==> config.mk <==
export PLATFORM = sky130hd
export DESIGN_NAME = rtcb_top
export DESIGN_NICKNAME = d
export VERILOG_FILES = /design/src/pkg/rtcb_pkg.sv /design/src/verilog/rtcb_field.sv /design/src/verilog/rtcb_top.sv
export SDC_FILE = /design/constraint.sdc
export NUM_CORES = 1
export LEC_CHECK = 0
export BUFFER_PORTS_ARGS = -buffer_cell sky130_fd_sc_hd__buf_4
export CORE_MARGIN = 10
export CORE_UTILIZATION = 55
export DETAILED_ROUTE_END_ITERATION = 10
export GPL_TIMING_DRIVEN = 0
export PLACE_DENSITY = 0.74
export SYNTH_ARGS = -nofsm -noshare
export SYNTH_HDL_FRONTEND = slang
export SYNTH_SLANG_ARGS = --single-unit
==> constraint.sdc <==
create_clock -name MCLK -period 3.33 [get_ports MCLK]
set_input_delay 0 -clock MCLK [delete_from_list [all_inputs] [get_ports MCLK]]
set_output_delay 0 -clock MCLK [all_outputs]
set_load 0.1 [all_outputs]
==> src/pkg/rtcb_pkg.sv <==
// Summary of operation
// - 32768 Hz base drives millisecond-to-month counting
// - 24-hour clock, one-year calendar, no leap
// - BCD digits, two per bus cycle
// - unused digit bits read zero, writes ignored
// - tens-of-hours keeps only two low bits
// - 56-bit RAM, 14 fully writable digits
// - compare skips ten-thousandths and weekday digits
// - RAM digit with top bits 11 always matches
// - unused counter bits match only RAM zeros
// - compare valid 61 us after millisecond tick
// - enabled rollover or compare clocks status register
// - interrupt output high within 5 us
// - status read end drops interrupt within 5 us
// - enabled standby interrupt low within 5 us
// - writing zero at 16H releases standby interrupt
// - read: ready low fast, data within 800 ns
// - write: ready low at most 800 ns
// - power-down isolates bus, timekeeping and standby continue
// - eight interrupt sources, one enable bit each
// - status read returns causes, read end clears
// - standby enabled or disabled by bit 0 at 16H
// - standby set by compare level, not edge, held until released
package rtcb_pkg;

    // ---------------------------------------------------------------
    // timing
    // ---------------------------------------------------------------
    localparam int unsigned CLK_HZ = 100_000_000;
    localparam int unsigned CLK_PERIOD_NS = 10;
    localparam int unsigned OSC_HZ = 32768;
    localparam int unsigned MS_PER_S = 1000;
    localparam int unsigned RDY_LOW_NS = 200;
    localparam int unsigned RDY_LOW_CYC = RDY_LOW_NS / CLK_PERIOD_NS;
    localparam int unsigned CMP_DLY_NS = 61000;
    localparam int unsigned CMP_DLY_CYC = (CMP_DLY_NS + CLK_PERIOD_NS - 1) / CLK_PERIOD_NS;

    // ---------------------------------------------------------------
    // address map
    // ---------------------------------------------------------------
    localparam logic [4:0] ADR_ISR = 5'h10;
    localparam logic [4:0] ADR_ICR = 5'h11;
    localparam logic [4:0] ADR_CRST = 5'h12;
    localparam logic [4:0] ADR_LRST = 5'h13;
    localparam logic [4:0] ADR_STAT = 5'h14;
    localparam logic [4:0] ADR_GO = 5'h15;
    localparam logic [4:0] ADR_STBY = 5'h16;
    localparam logic [1:0] PAGE_CNT = 2'h0;
    localparam logic [1:0] PAGE_RAM = 2'h1;

    // ---------------------------------------------------------------
    // interrupt bit positions
    // ---------------------------------------------------------------
    localparam int IRQ_CMP = 0;
    localparam int IRQ_10HZ = 1;
    localparam int IRQ_1HZ = 2;
    localparam int IRQ_MIN = 3;
    localparam int IRQ_HOUR = 4;
    localparam int IRQ_DAY = 5;
    localparam int IRQ_WEEK = 6;
    localparam int IRQ_MON = 7;

    // ---------------------------------------------------------------
    // counter fields, one per address 0..7
    // ---------------------------------------------------------------
    localparam int NUM_FLD = 8;
    localparam int F_MS = 0;
    localparam int F_CS = 1;
    localparam int F_SEC = 2;
    localparam int F_MIN = 3;
    localparam int F_HR = 4;
    localparam int F_DOW = 5;
    localparam int F_DOM = 6;
    localparam int F_MON = 7;
    localparam logic [7:0] FLD_MIN [NUM_FLD] = '{8'h00, 8'h00, 8'h00, 8'h00, 8'h00, 8'h01, 8'h01, 8'h01};
    localparam logic [7:0] FLD_MAX [NUM_FLD] = '{8'h09, 8'h99, 8'h59, 8'h59, 8'h23, 8'h07, 8'h31, 8'h12};
    localparam logic [7:0] FLD_MASK [NUM_FLD] = '{8'h0F, 8'hFF, 8'h7F, 8'h7F, 8'h3F, 8'h07, 8'h3F, 8'h1F};
    localparam logic [7:0] GO_MIN_THRESH = 8'h39;
    localparam logic [7:0] DOM_FEB = 8'h28;
    localparam logic [7:0] DOM_SHORT = 8'h30;
    localparam logic [7:0] MON_FEB = 8'h02;
    localparam logic [7:0] MON_APR = 8'h04;
    localparam logic [7:0] MON_JUN = 8'h06;
    localparam logic [7:0] MON_SEP = 8'h09;
    localparam logic [7:0] MON_NOV = 8'h11;

    // ---------------------------------------------------------------
    // digit maps (nibble i = byte i/2, low nibble first)
    // ---------------------------------------------------------------
    localparam logic [15:0] RAM_STORED = 16'hF7FE;
    localparam logic [15:0] CMP_DIGITS = 16'hF3FE;
    localparam logic [1:0] DONT_CARE = 2'h3;

    typedef enum logic [2:0] {
        ST_IDLE = 3'b001,
        ST_BUSY = 3'b010,
        ST_DONE = 3'b100
    } rtcb_state_e;

    typedef struct packed {
        logic cs;
        logic rd;
        logic wr;
        logic pwr;
    } rtcb_pins_s;

endpackage : rtcb_pkg

==> src/verilog/rtcb_field.sv <==
`timescale 1ns/10ps
module rtcb_field
    import rtcb_pkg::*;
#(
    parameter logic [7:0] MIN_VAL = 8'h00,
    parameter logic [7:0] MASK = 8'hFF
) (
    input wire logic clk,
    input wire logic rst_n,
    input wire logic inc,
    input wire logic clr,
    input wire logic ld,
    input wire logic [7:0] ld_val,
    input wire logic [7:0] max_val,
    output logic [7:0] val,
    output logic carry
);

    // carry is suppressed when software overrides the field this cycle
    assign carry = inc && !clr && !ld && (val == max_val);

    always_ff @(posedge clk or negedge rst_n) begin
        if (!rst_n) begin
            val <= MIN_VAL;
        end else if (clr) begin
            val <= MIN_VAL;
        end else if (ld) begin
            val <= ld_val & MASK;
        end else if (inc) begin
            if (val == max_val) begin
                val <= MIN_VAL;
            end else if (val[3:0] == 4'h9) begin
                val <= {4'(val[7:4] + 4'h1), 4'h0};
            end else begin
                val <= {val[7:4], 4'(val[3:0] + 4'h1)};
            end
        end
    end

endmodule : rtcb_field

==> src/verilog/rtcb_top.sv <==
`timescale 1ns/10ps
module rtcb_top
    import rtcb_pkg::*;
#(
    parameter int unsigned CLK_FREQ_HZ = CLK_HZ,
    parameter int unsigned OSC_FREQ_HZ = OSC_HZ,
    parameter int unsigned CMP_DELAY_CYC = CMP_DLY_CYC
) (
    input wire logic MCLK,
    input wire logic ARST_N,
    input wire logic PWRDN_N,
    input wire logic CS_N,
    input wire logic RD_N,
    input wire logic WR_N,
    input wire logic [4:0] ADDR,
    input wire logic [7:0] DATA_IN,
    output logic [7:0] DATA_OUT,
    output logic DATA_OE_N,
    output logic READY_OUT,
    output logic READY_OE_N,
    output logic INT_OUT,
    output logic INT_OE_N,
    output logic STBY_OUT,
    output logic STBY_OE_N
);

    // ---------------------------------------------------------------
    // time base
    // ---------------------------------------------------------------
    logic [31:0] osc_acc;
    logic osc_tick;
    logic [31:0] ms_acc;
    logic ms_tick;

    // fractional dividers keep the long-run rate exact
    always_ff @(posedge MCLK or negedge ARST_N) begin
        if (!ARST_N) begin
            osc_acc <= 32'h0000_0000;
            osc_tick <= 1'b0;
        end else if (osc_acc + OSC_FREQ_HZ >= CLK_FREQ_HZ) begin
            osc_acc <= 32'(osc_acc + OSC_FREQ_HZ - CLK_FREQ_HZ);
            osc_tick <= 1'b1;
        end else begin
            osc_acc <= 32'(osc_acc + OSC_FREQ_HZ);
            osc_tick <= 1'b0;
        end
    end

    always_ff @(posedge MCLK or negedge ARST_N) begin
        if (!ARST_N) begin
            ms_acc <= 32'h0000_0000;
            ms_tick <= 1'b0;
        end else if (!osc_tick) begin
            ms_tick <= 1'b0;
        end else if (ms_acc + MS_PER_S >= OSC_FREQ_HZ) begin
            ms_acc <= 32'(ms_acc + MS_PER_S - OSC_FREQ_HZ);
            ms_tick <= 1'b1;
        end else begin
            ms_acc <= 32'(ms_acc + MS_PER_S);
            ms_tick <= 1'b0;
        end
    end

    // ---------------------------------------------------------------
    // strobe synchroniser
    // ---------------------------------------------------------------
    rtcb_pins_s pin_raw;
    rtcb_pins_s pin_m;
    rtcb_pins_s pin_s;
    logic pd_ok;
    logic act_rd;
    logic act_wr;

    assign pin_raw = '{cs: ~CS_N, rd: ~RD_N, wr: ~WR_N, pwr: PWRDN_N};

    always_ff @(posedge MCLK or negedge ARST_N) begin
        if (!ARST_N) begin
            pin_m <= '0;
            pin_s <= '0;
        end else begin
            pin_m <= pin_raw;
            pin_s <= pin_m;
        end
    end

    assign pd_ok = pin_s.pwr;
    assign act_rd = pd_ok && pin_s.cs && pin_s.rd;
    assign act_wr = pd_ok && pin_s.cs && pin_s.wr;

    // ---------------------------------------------------------------
    // bus cycle sequencer
    // ---------------------------------------------------------------
    rtcb_state_e state;
    logic [7:0] wait_cnt;
    logic is_wr;
    logic [4:0] adr;
    logic do_rd;
    logic do_wr;
    logic rd_end;

    always_ff @(posedge MCLK or negedge ARST_N) begin
        if (!ARST_N) begin
            state <= ST_IDLE;
            wait_cnt <= 8'h00;
            is_wr <= 1'b0;
            adr <= 5'h00;
        end else begin
            case (state)
                ST_IDLE: begin
                    if (act_rd || act_wr) begin
                        state <= ST_BUSY;
                        wait_cnt <= 8'(RDY_LOW_CYC - 1);
                        is_wr <= act_wr;
                        adr <= ADDR;
                    end
                end
                ST_BUSY: begin
                    if (!pd_ok) begin
                        state <= ST_IDLE;
                    end else if (wait_cnt == 8'h00) begin
                        state <= ST_DONE;
                    end else begin
                        wait_cnt <= 8'(wait_cnt - 8'h01);
                    end
                end
                ST_DONE: begin
                    if (!(act_rd || act_wr)) begin
                        state <= ST_IDLE;
                    end
                end
                default: begin
                    state <= ST_IDLE;
                end
            endcase
        end
    end

    // write data sampled at the end of the ready-low window
    assign do_rd = (state == ST_BUSY) && pd_ok && (wait_cnt == 8'h00) && !is_wr;
    assign do_wr = (state == ST_BUSY) && pd_ok && (wait_cnt == 8'h00) && is_wr;
    assign rd_end = (state == ST_DONE) && !is_wr && !act_rd && !act_wr;

    assign READY_OUT = 1'b0;
    assign READY_OE_N = !(state == ST_BUSY);
    assign DATA_OE_N = !((state == ST_DONE) && !is_wr && act_rd);

    // ---------------------------------------------------------------
    // time counter
    // ---------------------------------------------------------------
    logic [7:0] fld_val [NUM_FLD];
    logic [7:0] fld_max [NUM_FLD];
    logic [7:0] fld_din [NUM_FLD];
    logic [7:0] cnt_byte [NUM_FLD];
    logic [NUM_FLD-1:0] fld_inc;
    logic [NUM_FLD-1:0] fld_carry;
    logic [NUM_FLD-1:0] fld_ld;
    logic [NUM_FLD-1:0] fld_clr;
    logic go_cmd;
    logic go_min;
    logic ten_hz;

    assign go_cmd = do_wr && (adr == ADR_GO);
    assign go_min = go_cmd && (fld_val[F_SEC] > GO_MIN_THRESH);
    assign ten_hz = fld_inc[F_CS] && (fld_val[F_CS][3:0] == 4'h9);

    always_comb begin
        fld_inc[F_MS] = ms_tick;
        fld_inc[F_CS] = fld_carry[F_MS];
        fld_inc[F_SEC] = fld_carry[F_CS];
        fld_inc[F_MIN] = fld_carry[F_SEC] || go_min;
        fld_inc[F_HR] = fld_carry[F_MIN];
        fld_inc[F_DOW] = fld_carry[F_HR];
        fld_inc[F_DOM] = fld_carry[F_HR];
        fld_inc[F_MON] = fld_carry[F_DOM];
    end

    // february is always 28 days: no leap correction
    always_comb begin
        for (int i = 0; i < NUM_FLD; i++) begin
            fld_max[i] = FLD_MAX[i];
        end
        if (fld_val[F_MON] == MON_FEB) begin
            fld_max[F_DOM] = DOM_FEB;
        end else if (fld_val[F_MON] == MON_APR || fld_val[F_MON] == MON_JUN ||
                     fld_val[F_MON] == MON_SEP || fld_val[F_MON] == MON_NOV) begin
            fld_max[F_DOM] = DOM_SHORT;
        end
    end

    genvar g;
    generate
        for (g = 0; g < NUM_FLD; g++) begin : gen_fld
            // thousandths sit in the high nibble of address 0
            assign fld_din[g] = (g == F_MS) ? {4'h0, DATA_IN[7:4]} : DATA_IN;
            assign cnt_byte[g] = (g == F_MS) ? {fld_val[g][3:0], 4'h0} : fld_val[g];
            assign fld_ld[g] = do_wr && (adr == {PAGE_CNT, 3'(g)});
            assign fld_clr[g] = (do_wr && (adr == ADR_CRST) && DATA_IN[g]) || (go_cmd && (g <= F_SEC));
            rtcb_field #(
                .MIN_VAL(FLD_MIN[g]),
                .MASK(FLD_MASK[g])
            ) u_fld (
                .clk(MCLK),
                .rst_n(ARST_N),
                .inc(fld_inc[g]),
                .clr(fld_clr[g]),
                .ld(fld_ld[g]),
                .ld_val(fld_din[g]),
                .max_val(fld_max[g]),
                .val(fld_val[g]),
                .carry(fld_carry[g])
            );
        end
    endgenerate

    // ---------------------------------------------------------------
    // RAM and comparator
    // ---------------------------------------------------------------
    logic [3:0] ram [16];
    logic match;
    logic [31:0] cmp_cnt;
    logic cmp_fire;
    logic cmp_latch;

    always_ff @(posedge MCLK or negedge ARST_N) begin
        if (!ARST_N) begin
            for (int i = 0; i < 16; i++) begin
                ram[i] <= 4'h0;
            end
        end else if (do_wr && (adr[4:3] == PAGE_RAM)) begin
            ram[{adr[2:0], 1'b0}] <= DATA_IN[3:0] & {4{RAM_STORED[{adr[2:0], 1'b0}]}};
            ram[{adr[2:0], 1'b1}] <= DATA_IN[7:4] & {4{RAM_STORED[{adr[2:0], 1'b1}]}};
        end else if (do_wr && (adr == ADR_LRST)) begin
            for (int i = 0; i < 8; i++) begin
                if (DATA_IN[i]) begin
                    ram[2 * i] <= 4'h0;
                    ram[2 * i + 1] <= 4'h0;
                end
            end
        end
    end

    // unused counter bits are stored as zero, so they only equal RAM zeros
    always_comb begin
        match = 1'b1;
        for (int i = 0; i < 16; i++) begin
            if (CMP_DIGITS[i] && (ram[i][3:2] != DONT_CARE) &&
                (ram[i] != cnt_byte[i / 2][(i % 2) * 4 +: 4])) begin
                match = 1'b0;
            end
        end
    end

    // the wait lets a fresh count settle before the result is trusted
    always_ff @(posedge MCLK or negedge ARST_N) begin
        if (!ARST_N) begin
            cmp_cnt <= 32'h0000_0000;
        end else if (ms_tick) begin
            cmp_cnt <= CMP_DELAY_CYC;
        end else if (cmp_cnt != 32'h0000_0000) begin
            cmp_cnt <= 32'(cmp_cnt - 32'h0000_0001);
        end
    end

    assign cmp_fire = (cmp_cnt == 32'h0000_0001);

    always_ff @(posedge MCLK or negedge ARST_N) begin
        if (!ARST_N) begin
            cmp_latch <= 1'b0;
        end else if (cmp_fire) begin
            cmp_latch <= match;
        end
    end

    // ---------------------------------------------------------------
    // interrupt control and status
    // ---------------------------------------------------------------
    logic [7:0] icr;
    logic [7:0] isr;
    logic [7:0] isr_src;
    logic [7:0] rd_snap;
    logic int_q;

    assign isr_src = {fld_carry[F_DOM], fld_carry[F_DOW], fld_carry[F_HR], fld_carry[F_MIN],
                      fld_carry[F_SEC], fld_carry[F_CS], ten_hz, cmp_fire && match};

    always_ff @(posedge MCLK or negedge ARST_N) begin
        if (!ARST_N) begin
            icr <= 8'h00;
        end else if (do_wr && (adr == ADR_ICR)) begin
            icr <= DATA_IN;
        end
    end

    always_ff @(posedge MCLK or negedge ARST_N) begin
        if (!ARST_N) begin
            rd_snap <= 8'h00;
        end else if (do_rd) begin
            rd_snap <= (adr == ADR_ISR) ? isr : 8'h00;
        end
    end

    // only bits shown to software are cleared; a new event wins
    always_ff @(posedge MCLK or negedge ARST_N) begin
        if (!ARST_N) begin
            isr <= 8'h00;
        end else begin
            isr <= (isr & ~(rd_end ? rd_snap : 8'h00)) | (icr & isr_src);
        end
    end

    always_ff @(posedge MCLK or negedge ARST_N) begin
        if (!ARST_N) begin
            int_q <= 1'b0;
        end else begin
            int_q <= |isr;
        end
    end

    assign INT_OUT = int_q;
    assign INT_OE_N = !pd_ok;

    // ---------------------------------------------------------------
    // rollover status bit
    // ---------------------------------------------------------------
    logic cnt_rd_seen;
    logic stat_bit;
    logic stat_clr;

    assign stat_clr = rd_end && (adr == ADR_STAT);

    always_ff @(posedge MCLK or negedge ARST_N) begin
        if (!ARST_N) begin
            cnt_rd_seen <= 1'b0;
        end else if (do_rd && (adr[4:3] == PAGE_CNT)) begin
            cnt_rd_seen <= 1'b1;
        end else if (stat_clr) begin
            cnt_rd_seen <= 1'b0;
        end
    end

    always_ff @(posedge MCLK or negedge ARST_N) begin
        if (!ARST_N) begin
            stat_bit <= 1'b0;
        end else if (ms_tick && (cnt_rd_seen || ((state != ST_IDLE) && !is_wr && (adr[4:3] == PAGE_CNT)))) begin
            stat_bit <= 1'b1;
        end else if (stat_clr) begin
            stat_bit <= 1'b0;
        end
    end

    // ---------------------------------------------------------------
    // standby interrupt
    // ---------------------------------------------------------------
    logic stby_en;
    logic stby_act;

    always_ff @(posedge MCLK or negedge ARST_N) begin
        if (!ARST_N) begin
            stby_en <= 1'b0;
        end else if (do_wr && (adr == ADR_STBY)) begin
            stby_en <= DATA_IN[0];
        end
    end

    // disable beats a standing match so software can always release
    always_ff @(posedge MCLK or negedge ARST_N) begin
        if (!ARST_N) begin
            stby_act <= 1'b0;
        end else if (do_wr && (adr == ADR_STBY) && !DATA_IN[0]) begin
            stby_act <= 1'b0;
        end else if (stby_en && cmp_latch) begin
            stby_act <= 1'b1;
        end
    end

    assign STBY_OUT = 1'b0;
    assign STBY_OE_N = !stby_act;

    // ---------------------------------------------------------------
    // read data
    // ---------------------------------------------------------------
    logic [7:0] rd_mux;

    always_comb begin
        rd_mux = 8'h00;
        if (adr[4:3] == PAGE_CNT) begin
            rd_mux = cnt_byte[adr[2:0]];
        end else if (adr[4:3] == PAGE_RAM) begin
            rd_mux = {ram[{adr[2:0], 1'b1}], ram[{adr[2:0], 1'b0}]};
        end else begin
            case (adr)
                ADR_ISR: rd_mux = isr;
                ADR_ICR: rd_mux = icr;
                ADR_STAT: rd_mux = {7'h00, stat_bit};
                ADR_STBY: rd_mux = {7'h00, stby_en};
                default: rd_mux = 8'h00;
            endcase
        end
    end

    always_ff @(posedge MCLK or negedge ARST_N) begin
        if (!ARST_N) begin
            DATA_OUT <= 8'h00;
        end else if (do_rd) begin
            DATA_OUT <= rd_mux;
        end
    end

endmodule : rtcb_top

Word level (Yosys, flattened, before mapping)
Memories as Yosys holds them, arrays and structs flattened.
Cells that the tools add are included.
{"block": "op_classes", "add_sub_neg": 22, "multipliers": 0, "div": 0, "order_cmp": 10, "n_eq_ne": 72, "shifts": 0, "mux": 108, "n_bitwise": 12, "n_reduce_logical": 164}
{"cell": "two-way mux 8 bit", "count": 57}
{"cell": "bitwise mux 64 bit", "count": 2}
{"cell": "two-way mux 32 bit", "count": 4}
{"cell": "two-way mux 64 bit", "count": 2}
{"cell": "logical AND 1 bit", "count": 79}
{"cell": "adder 4 x 1 -> 4 bit (second input constant)", "count": 16}
{"cell": "inequality test 4 bit", "count": 13}
{"cell": "equality test 5 bit (second input constant)", "count": 7}
{"cell": "inequality test 2 bit (second input constant)", "count": 17}
{"cell": "AND reduction 2 bit", "count": 17}
{"cell": "adder 32 x 10 -> 32 bit (second input constant)", "count": 1}
{"cell": "adder 32 x 16 -> 32 bit (second input constant)", "count": 1}
{"cell": "binary-select mux 4 bit (select 4 bit)", "count": 2}
{"cell": "demux 4 bit (select 4 bit)", "count": 2}
{"cell": "equality test 32 x 1 -> 1 bit (second input constant)", "count": 1}
{"cell": "equality test 4 bit (second input constant)", "count": 8}
{"cell": ">= comparator 32 x 16 -> 1 bit (second input constant)", "count": 1}
{"cell": ">= comparator 32 x 27 -> 1 bit (second input constant)", "count": 1}
{"cell": "case mux 8 bit (4 select lines)", "count": 1}
{"cell": "nonzero test 32 bit", "count": 1}
{"cell": "nonzero test 4 bit", "count": 8}
{"cell": "subtractor 32 x 1 -> 32 bit (second input constant)", "count": 1}
{"cell": "subtractor 32 x 16 -> 32 bit (second input constant)", "count": 1}
{"cell": "subtractor 32 x 27 -> 32 bit (second input constant)", "count": 1}
{"cell": "other kinds (47)", "count": 144}
{"block": "totals", "regBits": 289, "latch_bits": 0, "ramBits": 0, "mem_bits_ro": 16, "input_bits": 19, "output_inout_bits": 15, "wordCells": 449, "mem_count": 2}
{"memory": "(name not given)", "depth": 8, "width": 1, "rd": 1, "rd_ports_with_merged_regs": 0, "write_ports": 0, "line_no": "rtcb_top.sv:231", "source": "ram[{adr[2:0], 1'b1}] <= DATA_IN[7:4] & {4{RAM_STORED[{adr[2:0], 1'b1}]}};"}
{"memory": "(name not given)", "depth": 8, "width": 1, "rd": 1, "rd_ports_with_merged_regs": 0, "write_ports": 0, "line_no": "rtcb_top.sv:230", "source": "ram[{adr[2:0], 1'b0}] <= DATA_IN[3:0] & {4{RAM_STORED[{adr[2:0], 1'b0}]}};"}

Logic depth before layout (Yosys ltp)
{"block": "depth", "ltp_word": 30, "depth_mapped": 14, "mapped_depth_nobuf": 13}

By module
A second synthesis with hierarchy kept.
{"block": "hier_totals", "hier_cells": 1954, "area_unflattened_um2": 18059.8}
{"module": "rtcb_top", "n_inst": 1, "cells_each": 1343, "area_each_um2": 12792.3, "seq_area_each_um2": 5356.4}
{"module": "rtcb_field at gen_fld[2].u_fld ...", "n_inst": 2, "cells_each": 75, "area_each_um2": 655.6, "seq_area_each_um2": 200.2}
{"module": "rtcb_field at gen_fld[6].u_fld", "n_inst": 1, "cells_each": 81, "area_each_um2": 711.9, "seq_area_each_um2": 201.4}
{"module": "rtcb_field at gen_fld[1].u_fld", "n_inst": 1, "cells_each": 83, "area_each_um2": 706.9, "seq_area_each_um2": 200.2}
{"module": "rtcb_field at gen_fld[7].u_fld", "n_inst": 1, "cells_each": 78, "area_each_um2": 681.9, "seq_area_each_um2": 201.4}
{"module": "rtcb_field at gen_fld[4].u_fld", "n_inst": 1, "cells_each": 77, "area_each_um2": 646.9, "seq_area_each_um2": 200.2}
{"module": "rtcb_field at gen_fld[5].u_fld", "n_inst": 1, "cells_each": 74, "area_each_um2": 605.6, "seq_area_each_um2": 201.4}
{"module": "rtcb_field at gen_fld[0].u_fld", "n_inst": 1, "cells_each": 68, "area_each_um2": 603.1, "seq_area_each_um2": 200.2}

Least setup slack after synthesis
Ideal clock, no wire load.
{"block": "synth_timing", "kind": "reg2reg", "from": "register ms_acc[3]", "to": "register ms_acc[31]", "setup_time_ns": 0.123, "arrival_time_ns": 3.250, "required_time_ns": 3.207, "setup_slack_ns": -0.043, "path_stages_with_launch": 15, "n_path_buf": 1, "synth_period_minus_slack_ns": 3.373, "path_cell_list": "dfrtp_1 ha_1 or4_4 o211ai_4 buf_8 xnor2_1 ha_1 o2111ai_1 a311oi_1 and4_1 a22oi_4 a2111oi_2 xnor2_1 nand2_1 xnor2_1"}
{"block": "synth_via", "elab_chain_cells": 3, "elab_cells_between_ends": 4, "cone_classes": "add/sub: 2; order compare: 1; mux: 1"}
{"element": "start: declaration", "line_no": "rtcb_top.sv:32", "source": "logic [31:0] ms_acc;"}
{"element": "start signal: assignment", "line_no": "rtcb_top.sv:56", "source": "ms_acc <= 32'(ms_acc + MS_PER_S - OSC_FREQ_HZ);"}
{"element": "start signal: assignment", "line_no": "rtcb_top.sv:59", "source": "ms_acc <= 32'(ms_acc + MS_PER_S);"}
{"element": "adder 32 x 10 -> 32 bit *", "line_no": "rtcb_top.sv:55, rtcb_top.sv:56, rtcb_top.sv:59"}
{"element": "subtractor 32 x 16 -> 32 bit / >= comparator 32 x 16 -> 1 bit (equally long branches)", "line_no": "rtcb_top.sv:56, rtcb_top.sv:55"}
{"element": "two-way mux 32 bit *", "line_no": "rtcb_top.sv:55", "source": "end else if (ms_acc + MS_PER_S >= OSC_FREQ_HZ) begin"}
Every way passes the cells marked *; elsewhere a longest branch is shown, timed or not.
A chain may end at the register's enable or synchronous reset.

Worst setup path in the final report
{"block": "layout_timing", "from": "register wait_cnt[0]", "to": "register ram[45] (netlist bit)"}
{"block": "layout_via", "elab_chain_cells": 6, "elab_cells_between_ends": 9, "cone_classes": "mux: 1; reduce/logical: 8"}
{"element": "start: declaration", "line_no": "rtcb_top.sv:94", "source": "logic [7:0] wait_cnt;"}
{"element": "start signal: assignment", "line_no": "rtcb_top.sv:112", "source": "wait_cnt <= 8'(RDY_LOW_CYC - 1);"}
{"element": "start signal: assignment", "line_no": "rtcb_top.sv:123", "source": "wait_cnt <= 8'(wait_cnt - 8'h01);"}
{"element": "zero test 8 bit *", "line_no": "rtcb_top.sv:140", "source": "assign do_wr = (state == ST_BUSY) && pd_ok && (wait_cnt == 8'h00) && is_wr;"}
{"element": "logical AND 1 bit * (2 in series)", "line_no": "rtcb_top.sv:140"}
{"element": "logical AND 1 bit (on tied branches)", "line_no": "rtcb_top.sv:229, rtcb_top.sv:232"}
{"element": "nonzero test 2 bit (no line)"}
{"element": "AND reduction 2 bit (no line)"}
{"element": "end signal: indexed assignment", "line_no": "rtcb_top.sv:230"}
{"element": "end signal: indexed assignment", "line_no": "rtcb_top.sv:231"}
{"element": "end: declaration", "line_no": "rtcb_top.sv:218", "source": "logic [3:0] ram [16];"}
Marked as above.

==> insert_results.sql <==
INSERT INTO impl_metrics (metric_group, metric, value, unit) VALUES
('outcome', 'status', 'complete, but fails checks', ''),
('outcome', 'failing_checks', 'setup timing', ''),
('timing', 'timing_max_transition_violations_final', '0', ''),
('place', 'placement.io_buffers', '26', ''),
('global_routing', 'antenna_found_initial', '1', ''),
('worst_setup_path', 'worstSetupStartpointType', 'flop', ''),
('clock_tree', 'cts_max_path_buffers', '3', ''),
('cells_and_area', 'final_cell_mix', 'dfrtp_1, nand2_1, nor2_1, a21oi_1, o21ai_0', ''),
('place', 'detailedPlacementHpwl', '37800', 'um'),
('worst_setup_path', 'crit_fanout', '10', ''),
('cells_and_area', 'area_growth_syn_to_layout', '15.5', '%'),
('global_routing', 'grt_pass1_wl', '84200', 'um'),
('timing', 'finClkSkew', '0.0247', 'ns'),
('clock_tree', 'cts_made_buffers', '34', ''),
('timing', 'max_freq', '0.298', 'GHz'),
('drt', 'vias', '15600', ''),
('logic_synthesis', 'synth_seq_cells', '278', ''),
('floorplan', 'chipWidth', '198', 'um'),
('clock_tree', 'h-tree-depth', '2', ''),
('drt', 'detailedRoute.firstPassIterationCount', '6', ''),
('logic_synthesis', 'synth_enable_flop_cells', '0', ''),
('drt', 'number_of_drc_markers_in_iteration_0', '1656', ''),
('drt', 'vias_per_cell', '6.52', ''),
('power_and_ir_drop', 'pwr-share-clk', '46.2', '%'),
('global_routing', 'grt_start_max_net_pins', '122', ''),
('cells_and_area', 'share_of_final_layout_standard_cells_stronger_than_drive_strength_1', '16.2', '%'),
('power_and_ir_drop', 'leakagePower', '0.00864', 'uW'),
('logic_synthesis', 'post_synth.cell_area_avg', '9.30', 'um2'),
('logic_synthesis', 'sequential_area_share_after_synthesis', '40.1', '%'),
('worst_setup_path', 'critical_path.startpoint', 'wait_cnt[0]', ''),
('power_and_ir_drop', 'switching_fraction_of_total_power', '27.2', '%'),
('place', 'area_post_placement', '0.0181', 'mm2'),
('cells_and_area', 'final_util', '65.0', '%'),
('clock_tree', 'tritoncts_clock_tree', 'yes', ''),
('timing', 'layout_setup_ws', '-0.0242', 'ns'),
('clock_tree', 'numClockSinks', '278', ''),
('logic_synthesis', 'netlist_instances', '1865', ''),
('drt', 'avgRoutedWirePerCell', '22.4', 'um'),
('timing', 'setup_repair_after_global_routing_missed_its_margin', 'true', ''),
('power_and_ir_drop', 'power_frac_seq', '42.2', '%'),
('timing', 'max-slew-margin-rel', '10.4', '%'),
('place', 'routabilityCongestion', '1.01', ''),
('run', 'maxCapViolations', '0', ''),
('logic_synthesis', 'post-synth-top-area-cell', 'dfrtp_1', ''),
('clock_tree', 'clock_latency', '0.55', 'ns'),
('logic_synthesis', 'async_flop_share', '100', '%'),
('worst_setup_path', 'r2r_start', 'wait_cnt[0]', ''),
('timing', 'setup_viol', '9', ''),
('logic_synthesis', 'ys.warnings.count', '0', ''),
('power_and_ir_drop', 'power.density_cell_area', '414', 'mW/mm2'),
('worst_setup_path', 'cp_data_required_time', '3.75', 'ns'),
('global_routing', 'first_global_vias', '15300', ''),
('drt', 'drc', '0', ''),
('cells_and_area', 'final_cell_area', '0.0200', 'mm2'),
('clock_tree', 'cts-root-buf', 'clkbuf_16', ''),
('floorplan', 'core', '0.0308', 'mm2'),
('timing', 'period_share', '101', '%'),
('timing', 'timing.hold.ws', '0.0531', 'ns'),
('logic_synthesis', 'synth_top_cell_area_share', '39.5', '%'),
('drt', 'drt-total-wl', '53500', 'um'),
('hold_path', 'hold_class', 'in2async', ''),
('clock_tree', 'clkSlewWorstSetupHoldPaths', '0.06', 'ns'),
('floorplan', 'fp-row-count', '64', ''),
('global_routing', 'grt_overflow_total', '0', ''),
('power_and_ir_drop', 'p_comb_share', '11.7', '%'),
('cells_and_area', 'mostFrequentLayoutCell', 'dfrtp_1', ''),
('global_routing', 'grt_use_total', '27.2', '%'),
('place', 'placement.setup.worst_slack', '-0.438', 'ns'),
('logic_synthesis', 'ys_top_cells_by_area', 'dfrtp_1, xnor2_1, nand2_1, mux4_2, nor2_1', ''),
('floorplan', 'floorplan.initialDensity', '56.3', '%'),
('floorplan', 'dieArea', '0.0390', 'mm2');
[critical path, stage by stage, from the launching register on]
cell and delay, ns:
dfrtp_1 0.39, inv_1 0.11, ha_1 0.20, and3b_1 0.16, buf_2 0.16, nand4_1 0.23
or2_2 0.36, clkbuf_1 0.30, nor2_1 0.69, a21oi_1 0.34, a22o_1 0.30
[cell type report]
| type | instances | area (um2) |
|---|---|---|
| antenna | 1 | 2.50 |
| fill | 2469 | 10800 |
| clock buffer | 46 | 966 |
| sequential | 278 | 6970 |
| inverter | 75 | 282 |
| timing repair buffer | 75 | 652 |
| clock inverter | 15 | 179 |
| tap | 396 | 495 |
| multi-input combinational | 1421 | 10000 |
| buffer | 88 | 454 |
[power by group through the flow]
| stage | Clock [uW] | Combinational, uW | Sequential, uW |
|---|---|---|---|
| 2_1_floorplan | 0 | 572 | 3530 |
| 3_3_place_gp | 0 | 893 | 3550 |
| 3_5_place_dp | 0 | 911 | 3550 |
| 4_1_cts | 3870 | 938 | 3490 |
| 5_1_grt | 4000 | 1020 | 3500 |
| 6_report | 3830 | 966 | 3490 |
[state kept, by name (all words and copies together) (netlist names), 4 cells and up]
register           cells
osc_acc               24
isr                    8
rd_snap                8
adr                    5
pin_m                  4
cmp_cnt               32
ram                   64
DATA_OUT               8
wait_cnt               8
icr                    8
ms_acc                29
gen_fld.u_fld.val     64
[final timing paths]
kind | end | slack (ns) | cells after the start
worst max-delay path | ram[45] | -0.02 | 10
worst min-delay path | ms_acc[21] | 0.05 | 2
worst max register to register | ram[45] | -0.02 | 10
worst min register to register | pin_s[3] | 0.36 | 0
max in group asynchronous | gen_fld[0].u_fld.val[1] | 2.21 | 3
min in group MCLK | pin_m[0] | 0.13 | 2
[per-stage QoR]
step | cells | power, uW
after floorplan | 1866 | 4100
after global placement | 2288 | 4440
after detailed placement | 2291 | 4460
after CTS | 2384 | 8300
after global routing | 2394 | 8520
final | 2395 | 8290
[per-layer routing]
layer / global-route usage, % / vias to the layer above / part of all wire [%]
met5: 0 / - / 0
met3: 5.72 / 178 / 8.2
met4: 13.2 / 0 / 4.8
met1: 33.7 / 7700 / 40
met2: 44.4 / 729 / 47
li1: - / 6998 / -
[timing repair]
item / CTS / global route
pin swaps: 22 / 17
gates resized for setup: 40 / 45
endpoints found under the hold margin: 113 / 0
hold buffers: 13 / 0
setup endpoints to repair: 78 / 108
setup buffers: 20 / 13
[logic make-up (layout without fill, tap and decap cells)]
logic type	count (synthesis)	in the layout	synth area share (%)
adder cells (fa/ha/maj)	40	40	2.88
multiplexers	75	75	6.59
other	1	3	0.0216
buffers and inverters	167	299	4.27
AO/OA/AOI/OAI	430	430	17.2
AND/OR/NAND/NOR	739	739	22.1
flip-flops	278	278	40.1
XOR/XNOR	135	135	6.82
[synth_stat cells (10+ instances only)]
cell        n
nor4_1     23
nor3_1     48
xor2_1     34
and2_1     15
a22oi_1    17
and3_1     16
buf_4      10
mux2i_1    24
nor2_1    155
mux4_2     29
a21oi_1   110
clkbuf_1   49
or4_1      12
or2_2      12
o31ai_1    12
xnor2_1   101
mux2_2     21
o21ai_0    99
nand2_1   213
a22o_1     60
dfrtp_1   274
nand4_1    31
inv_1      74
ha_1       40
or3_1      33
o211ai_1   20
nand2b_1   17
nand3_1    74
nand3b_1   13
buf_2      21
o22ai_1    15
Note: power is estimated with default switching activity, not from simulation.
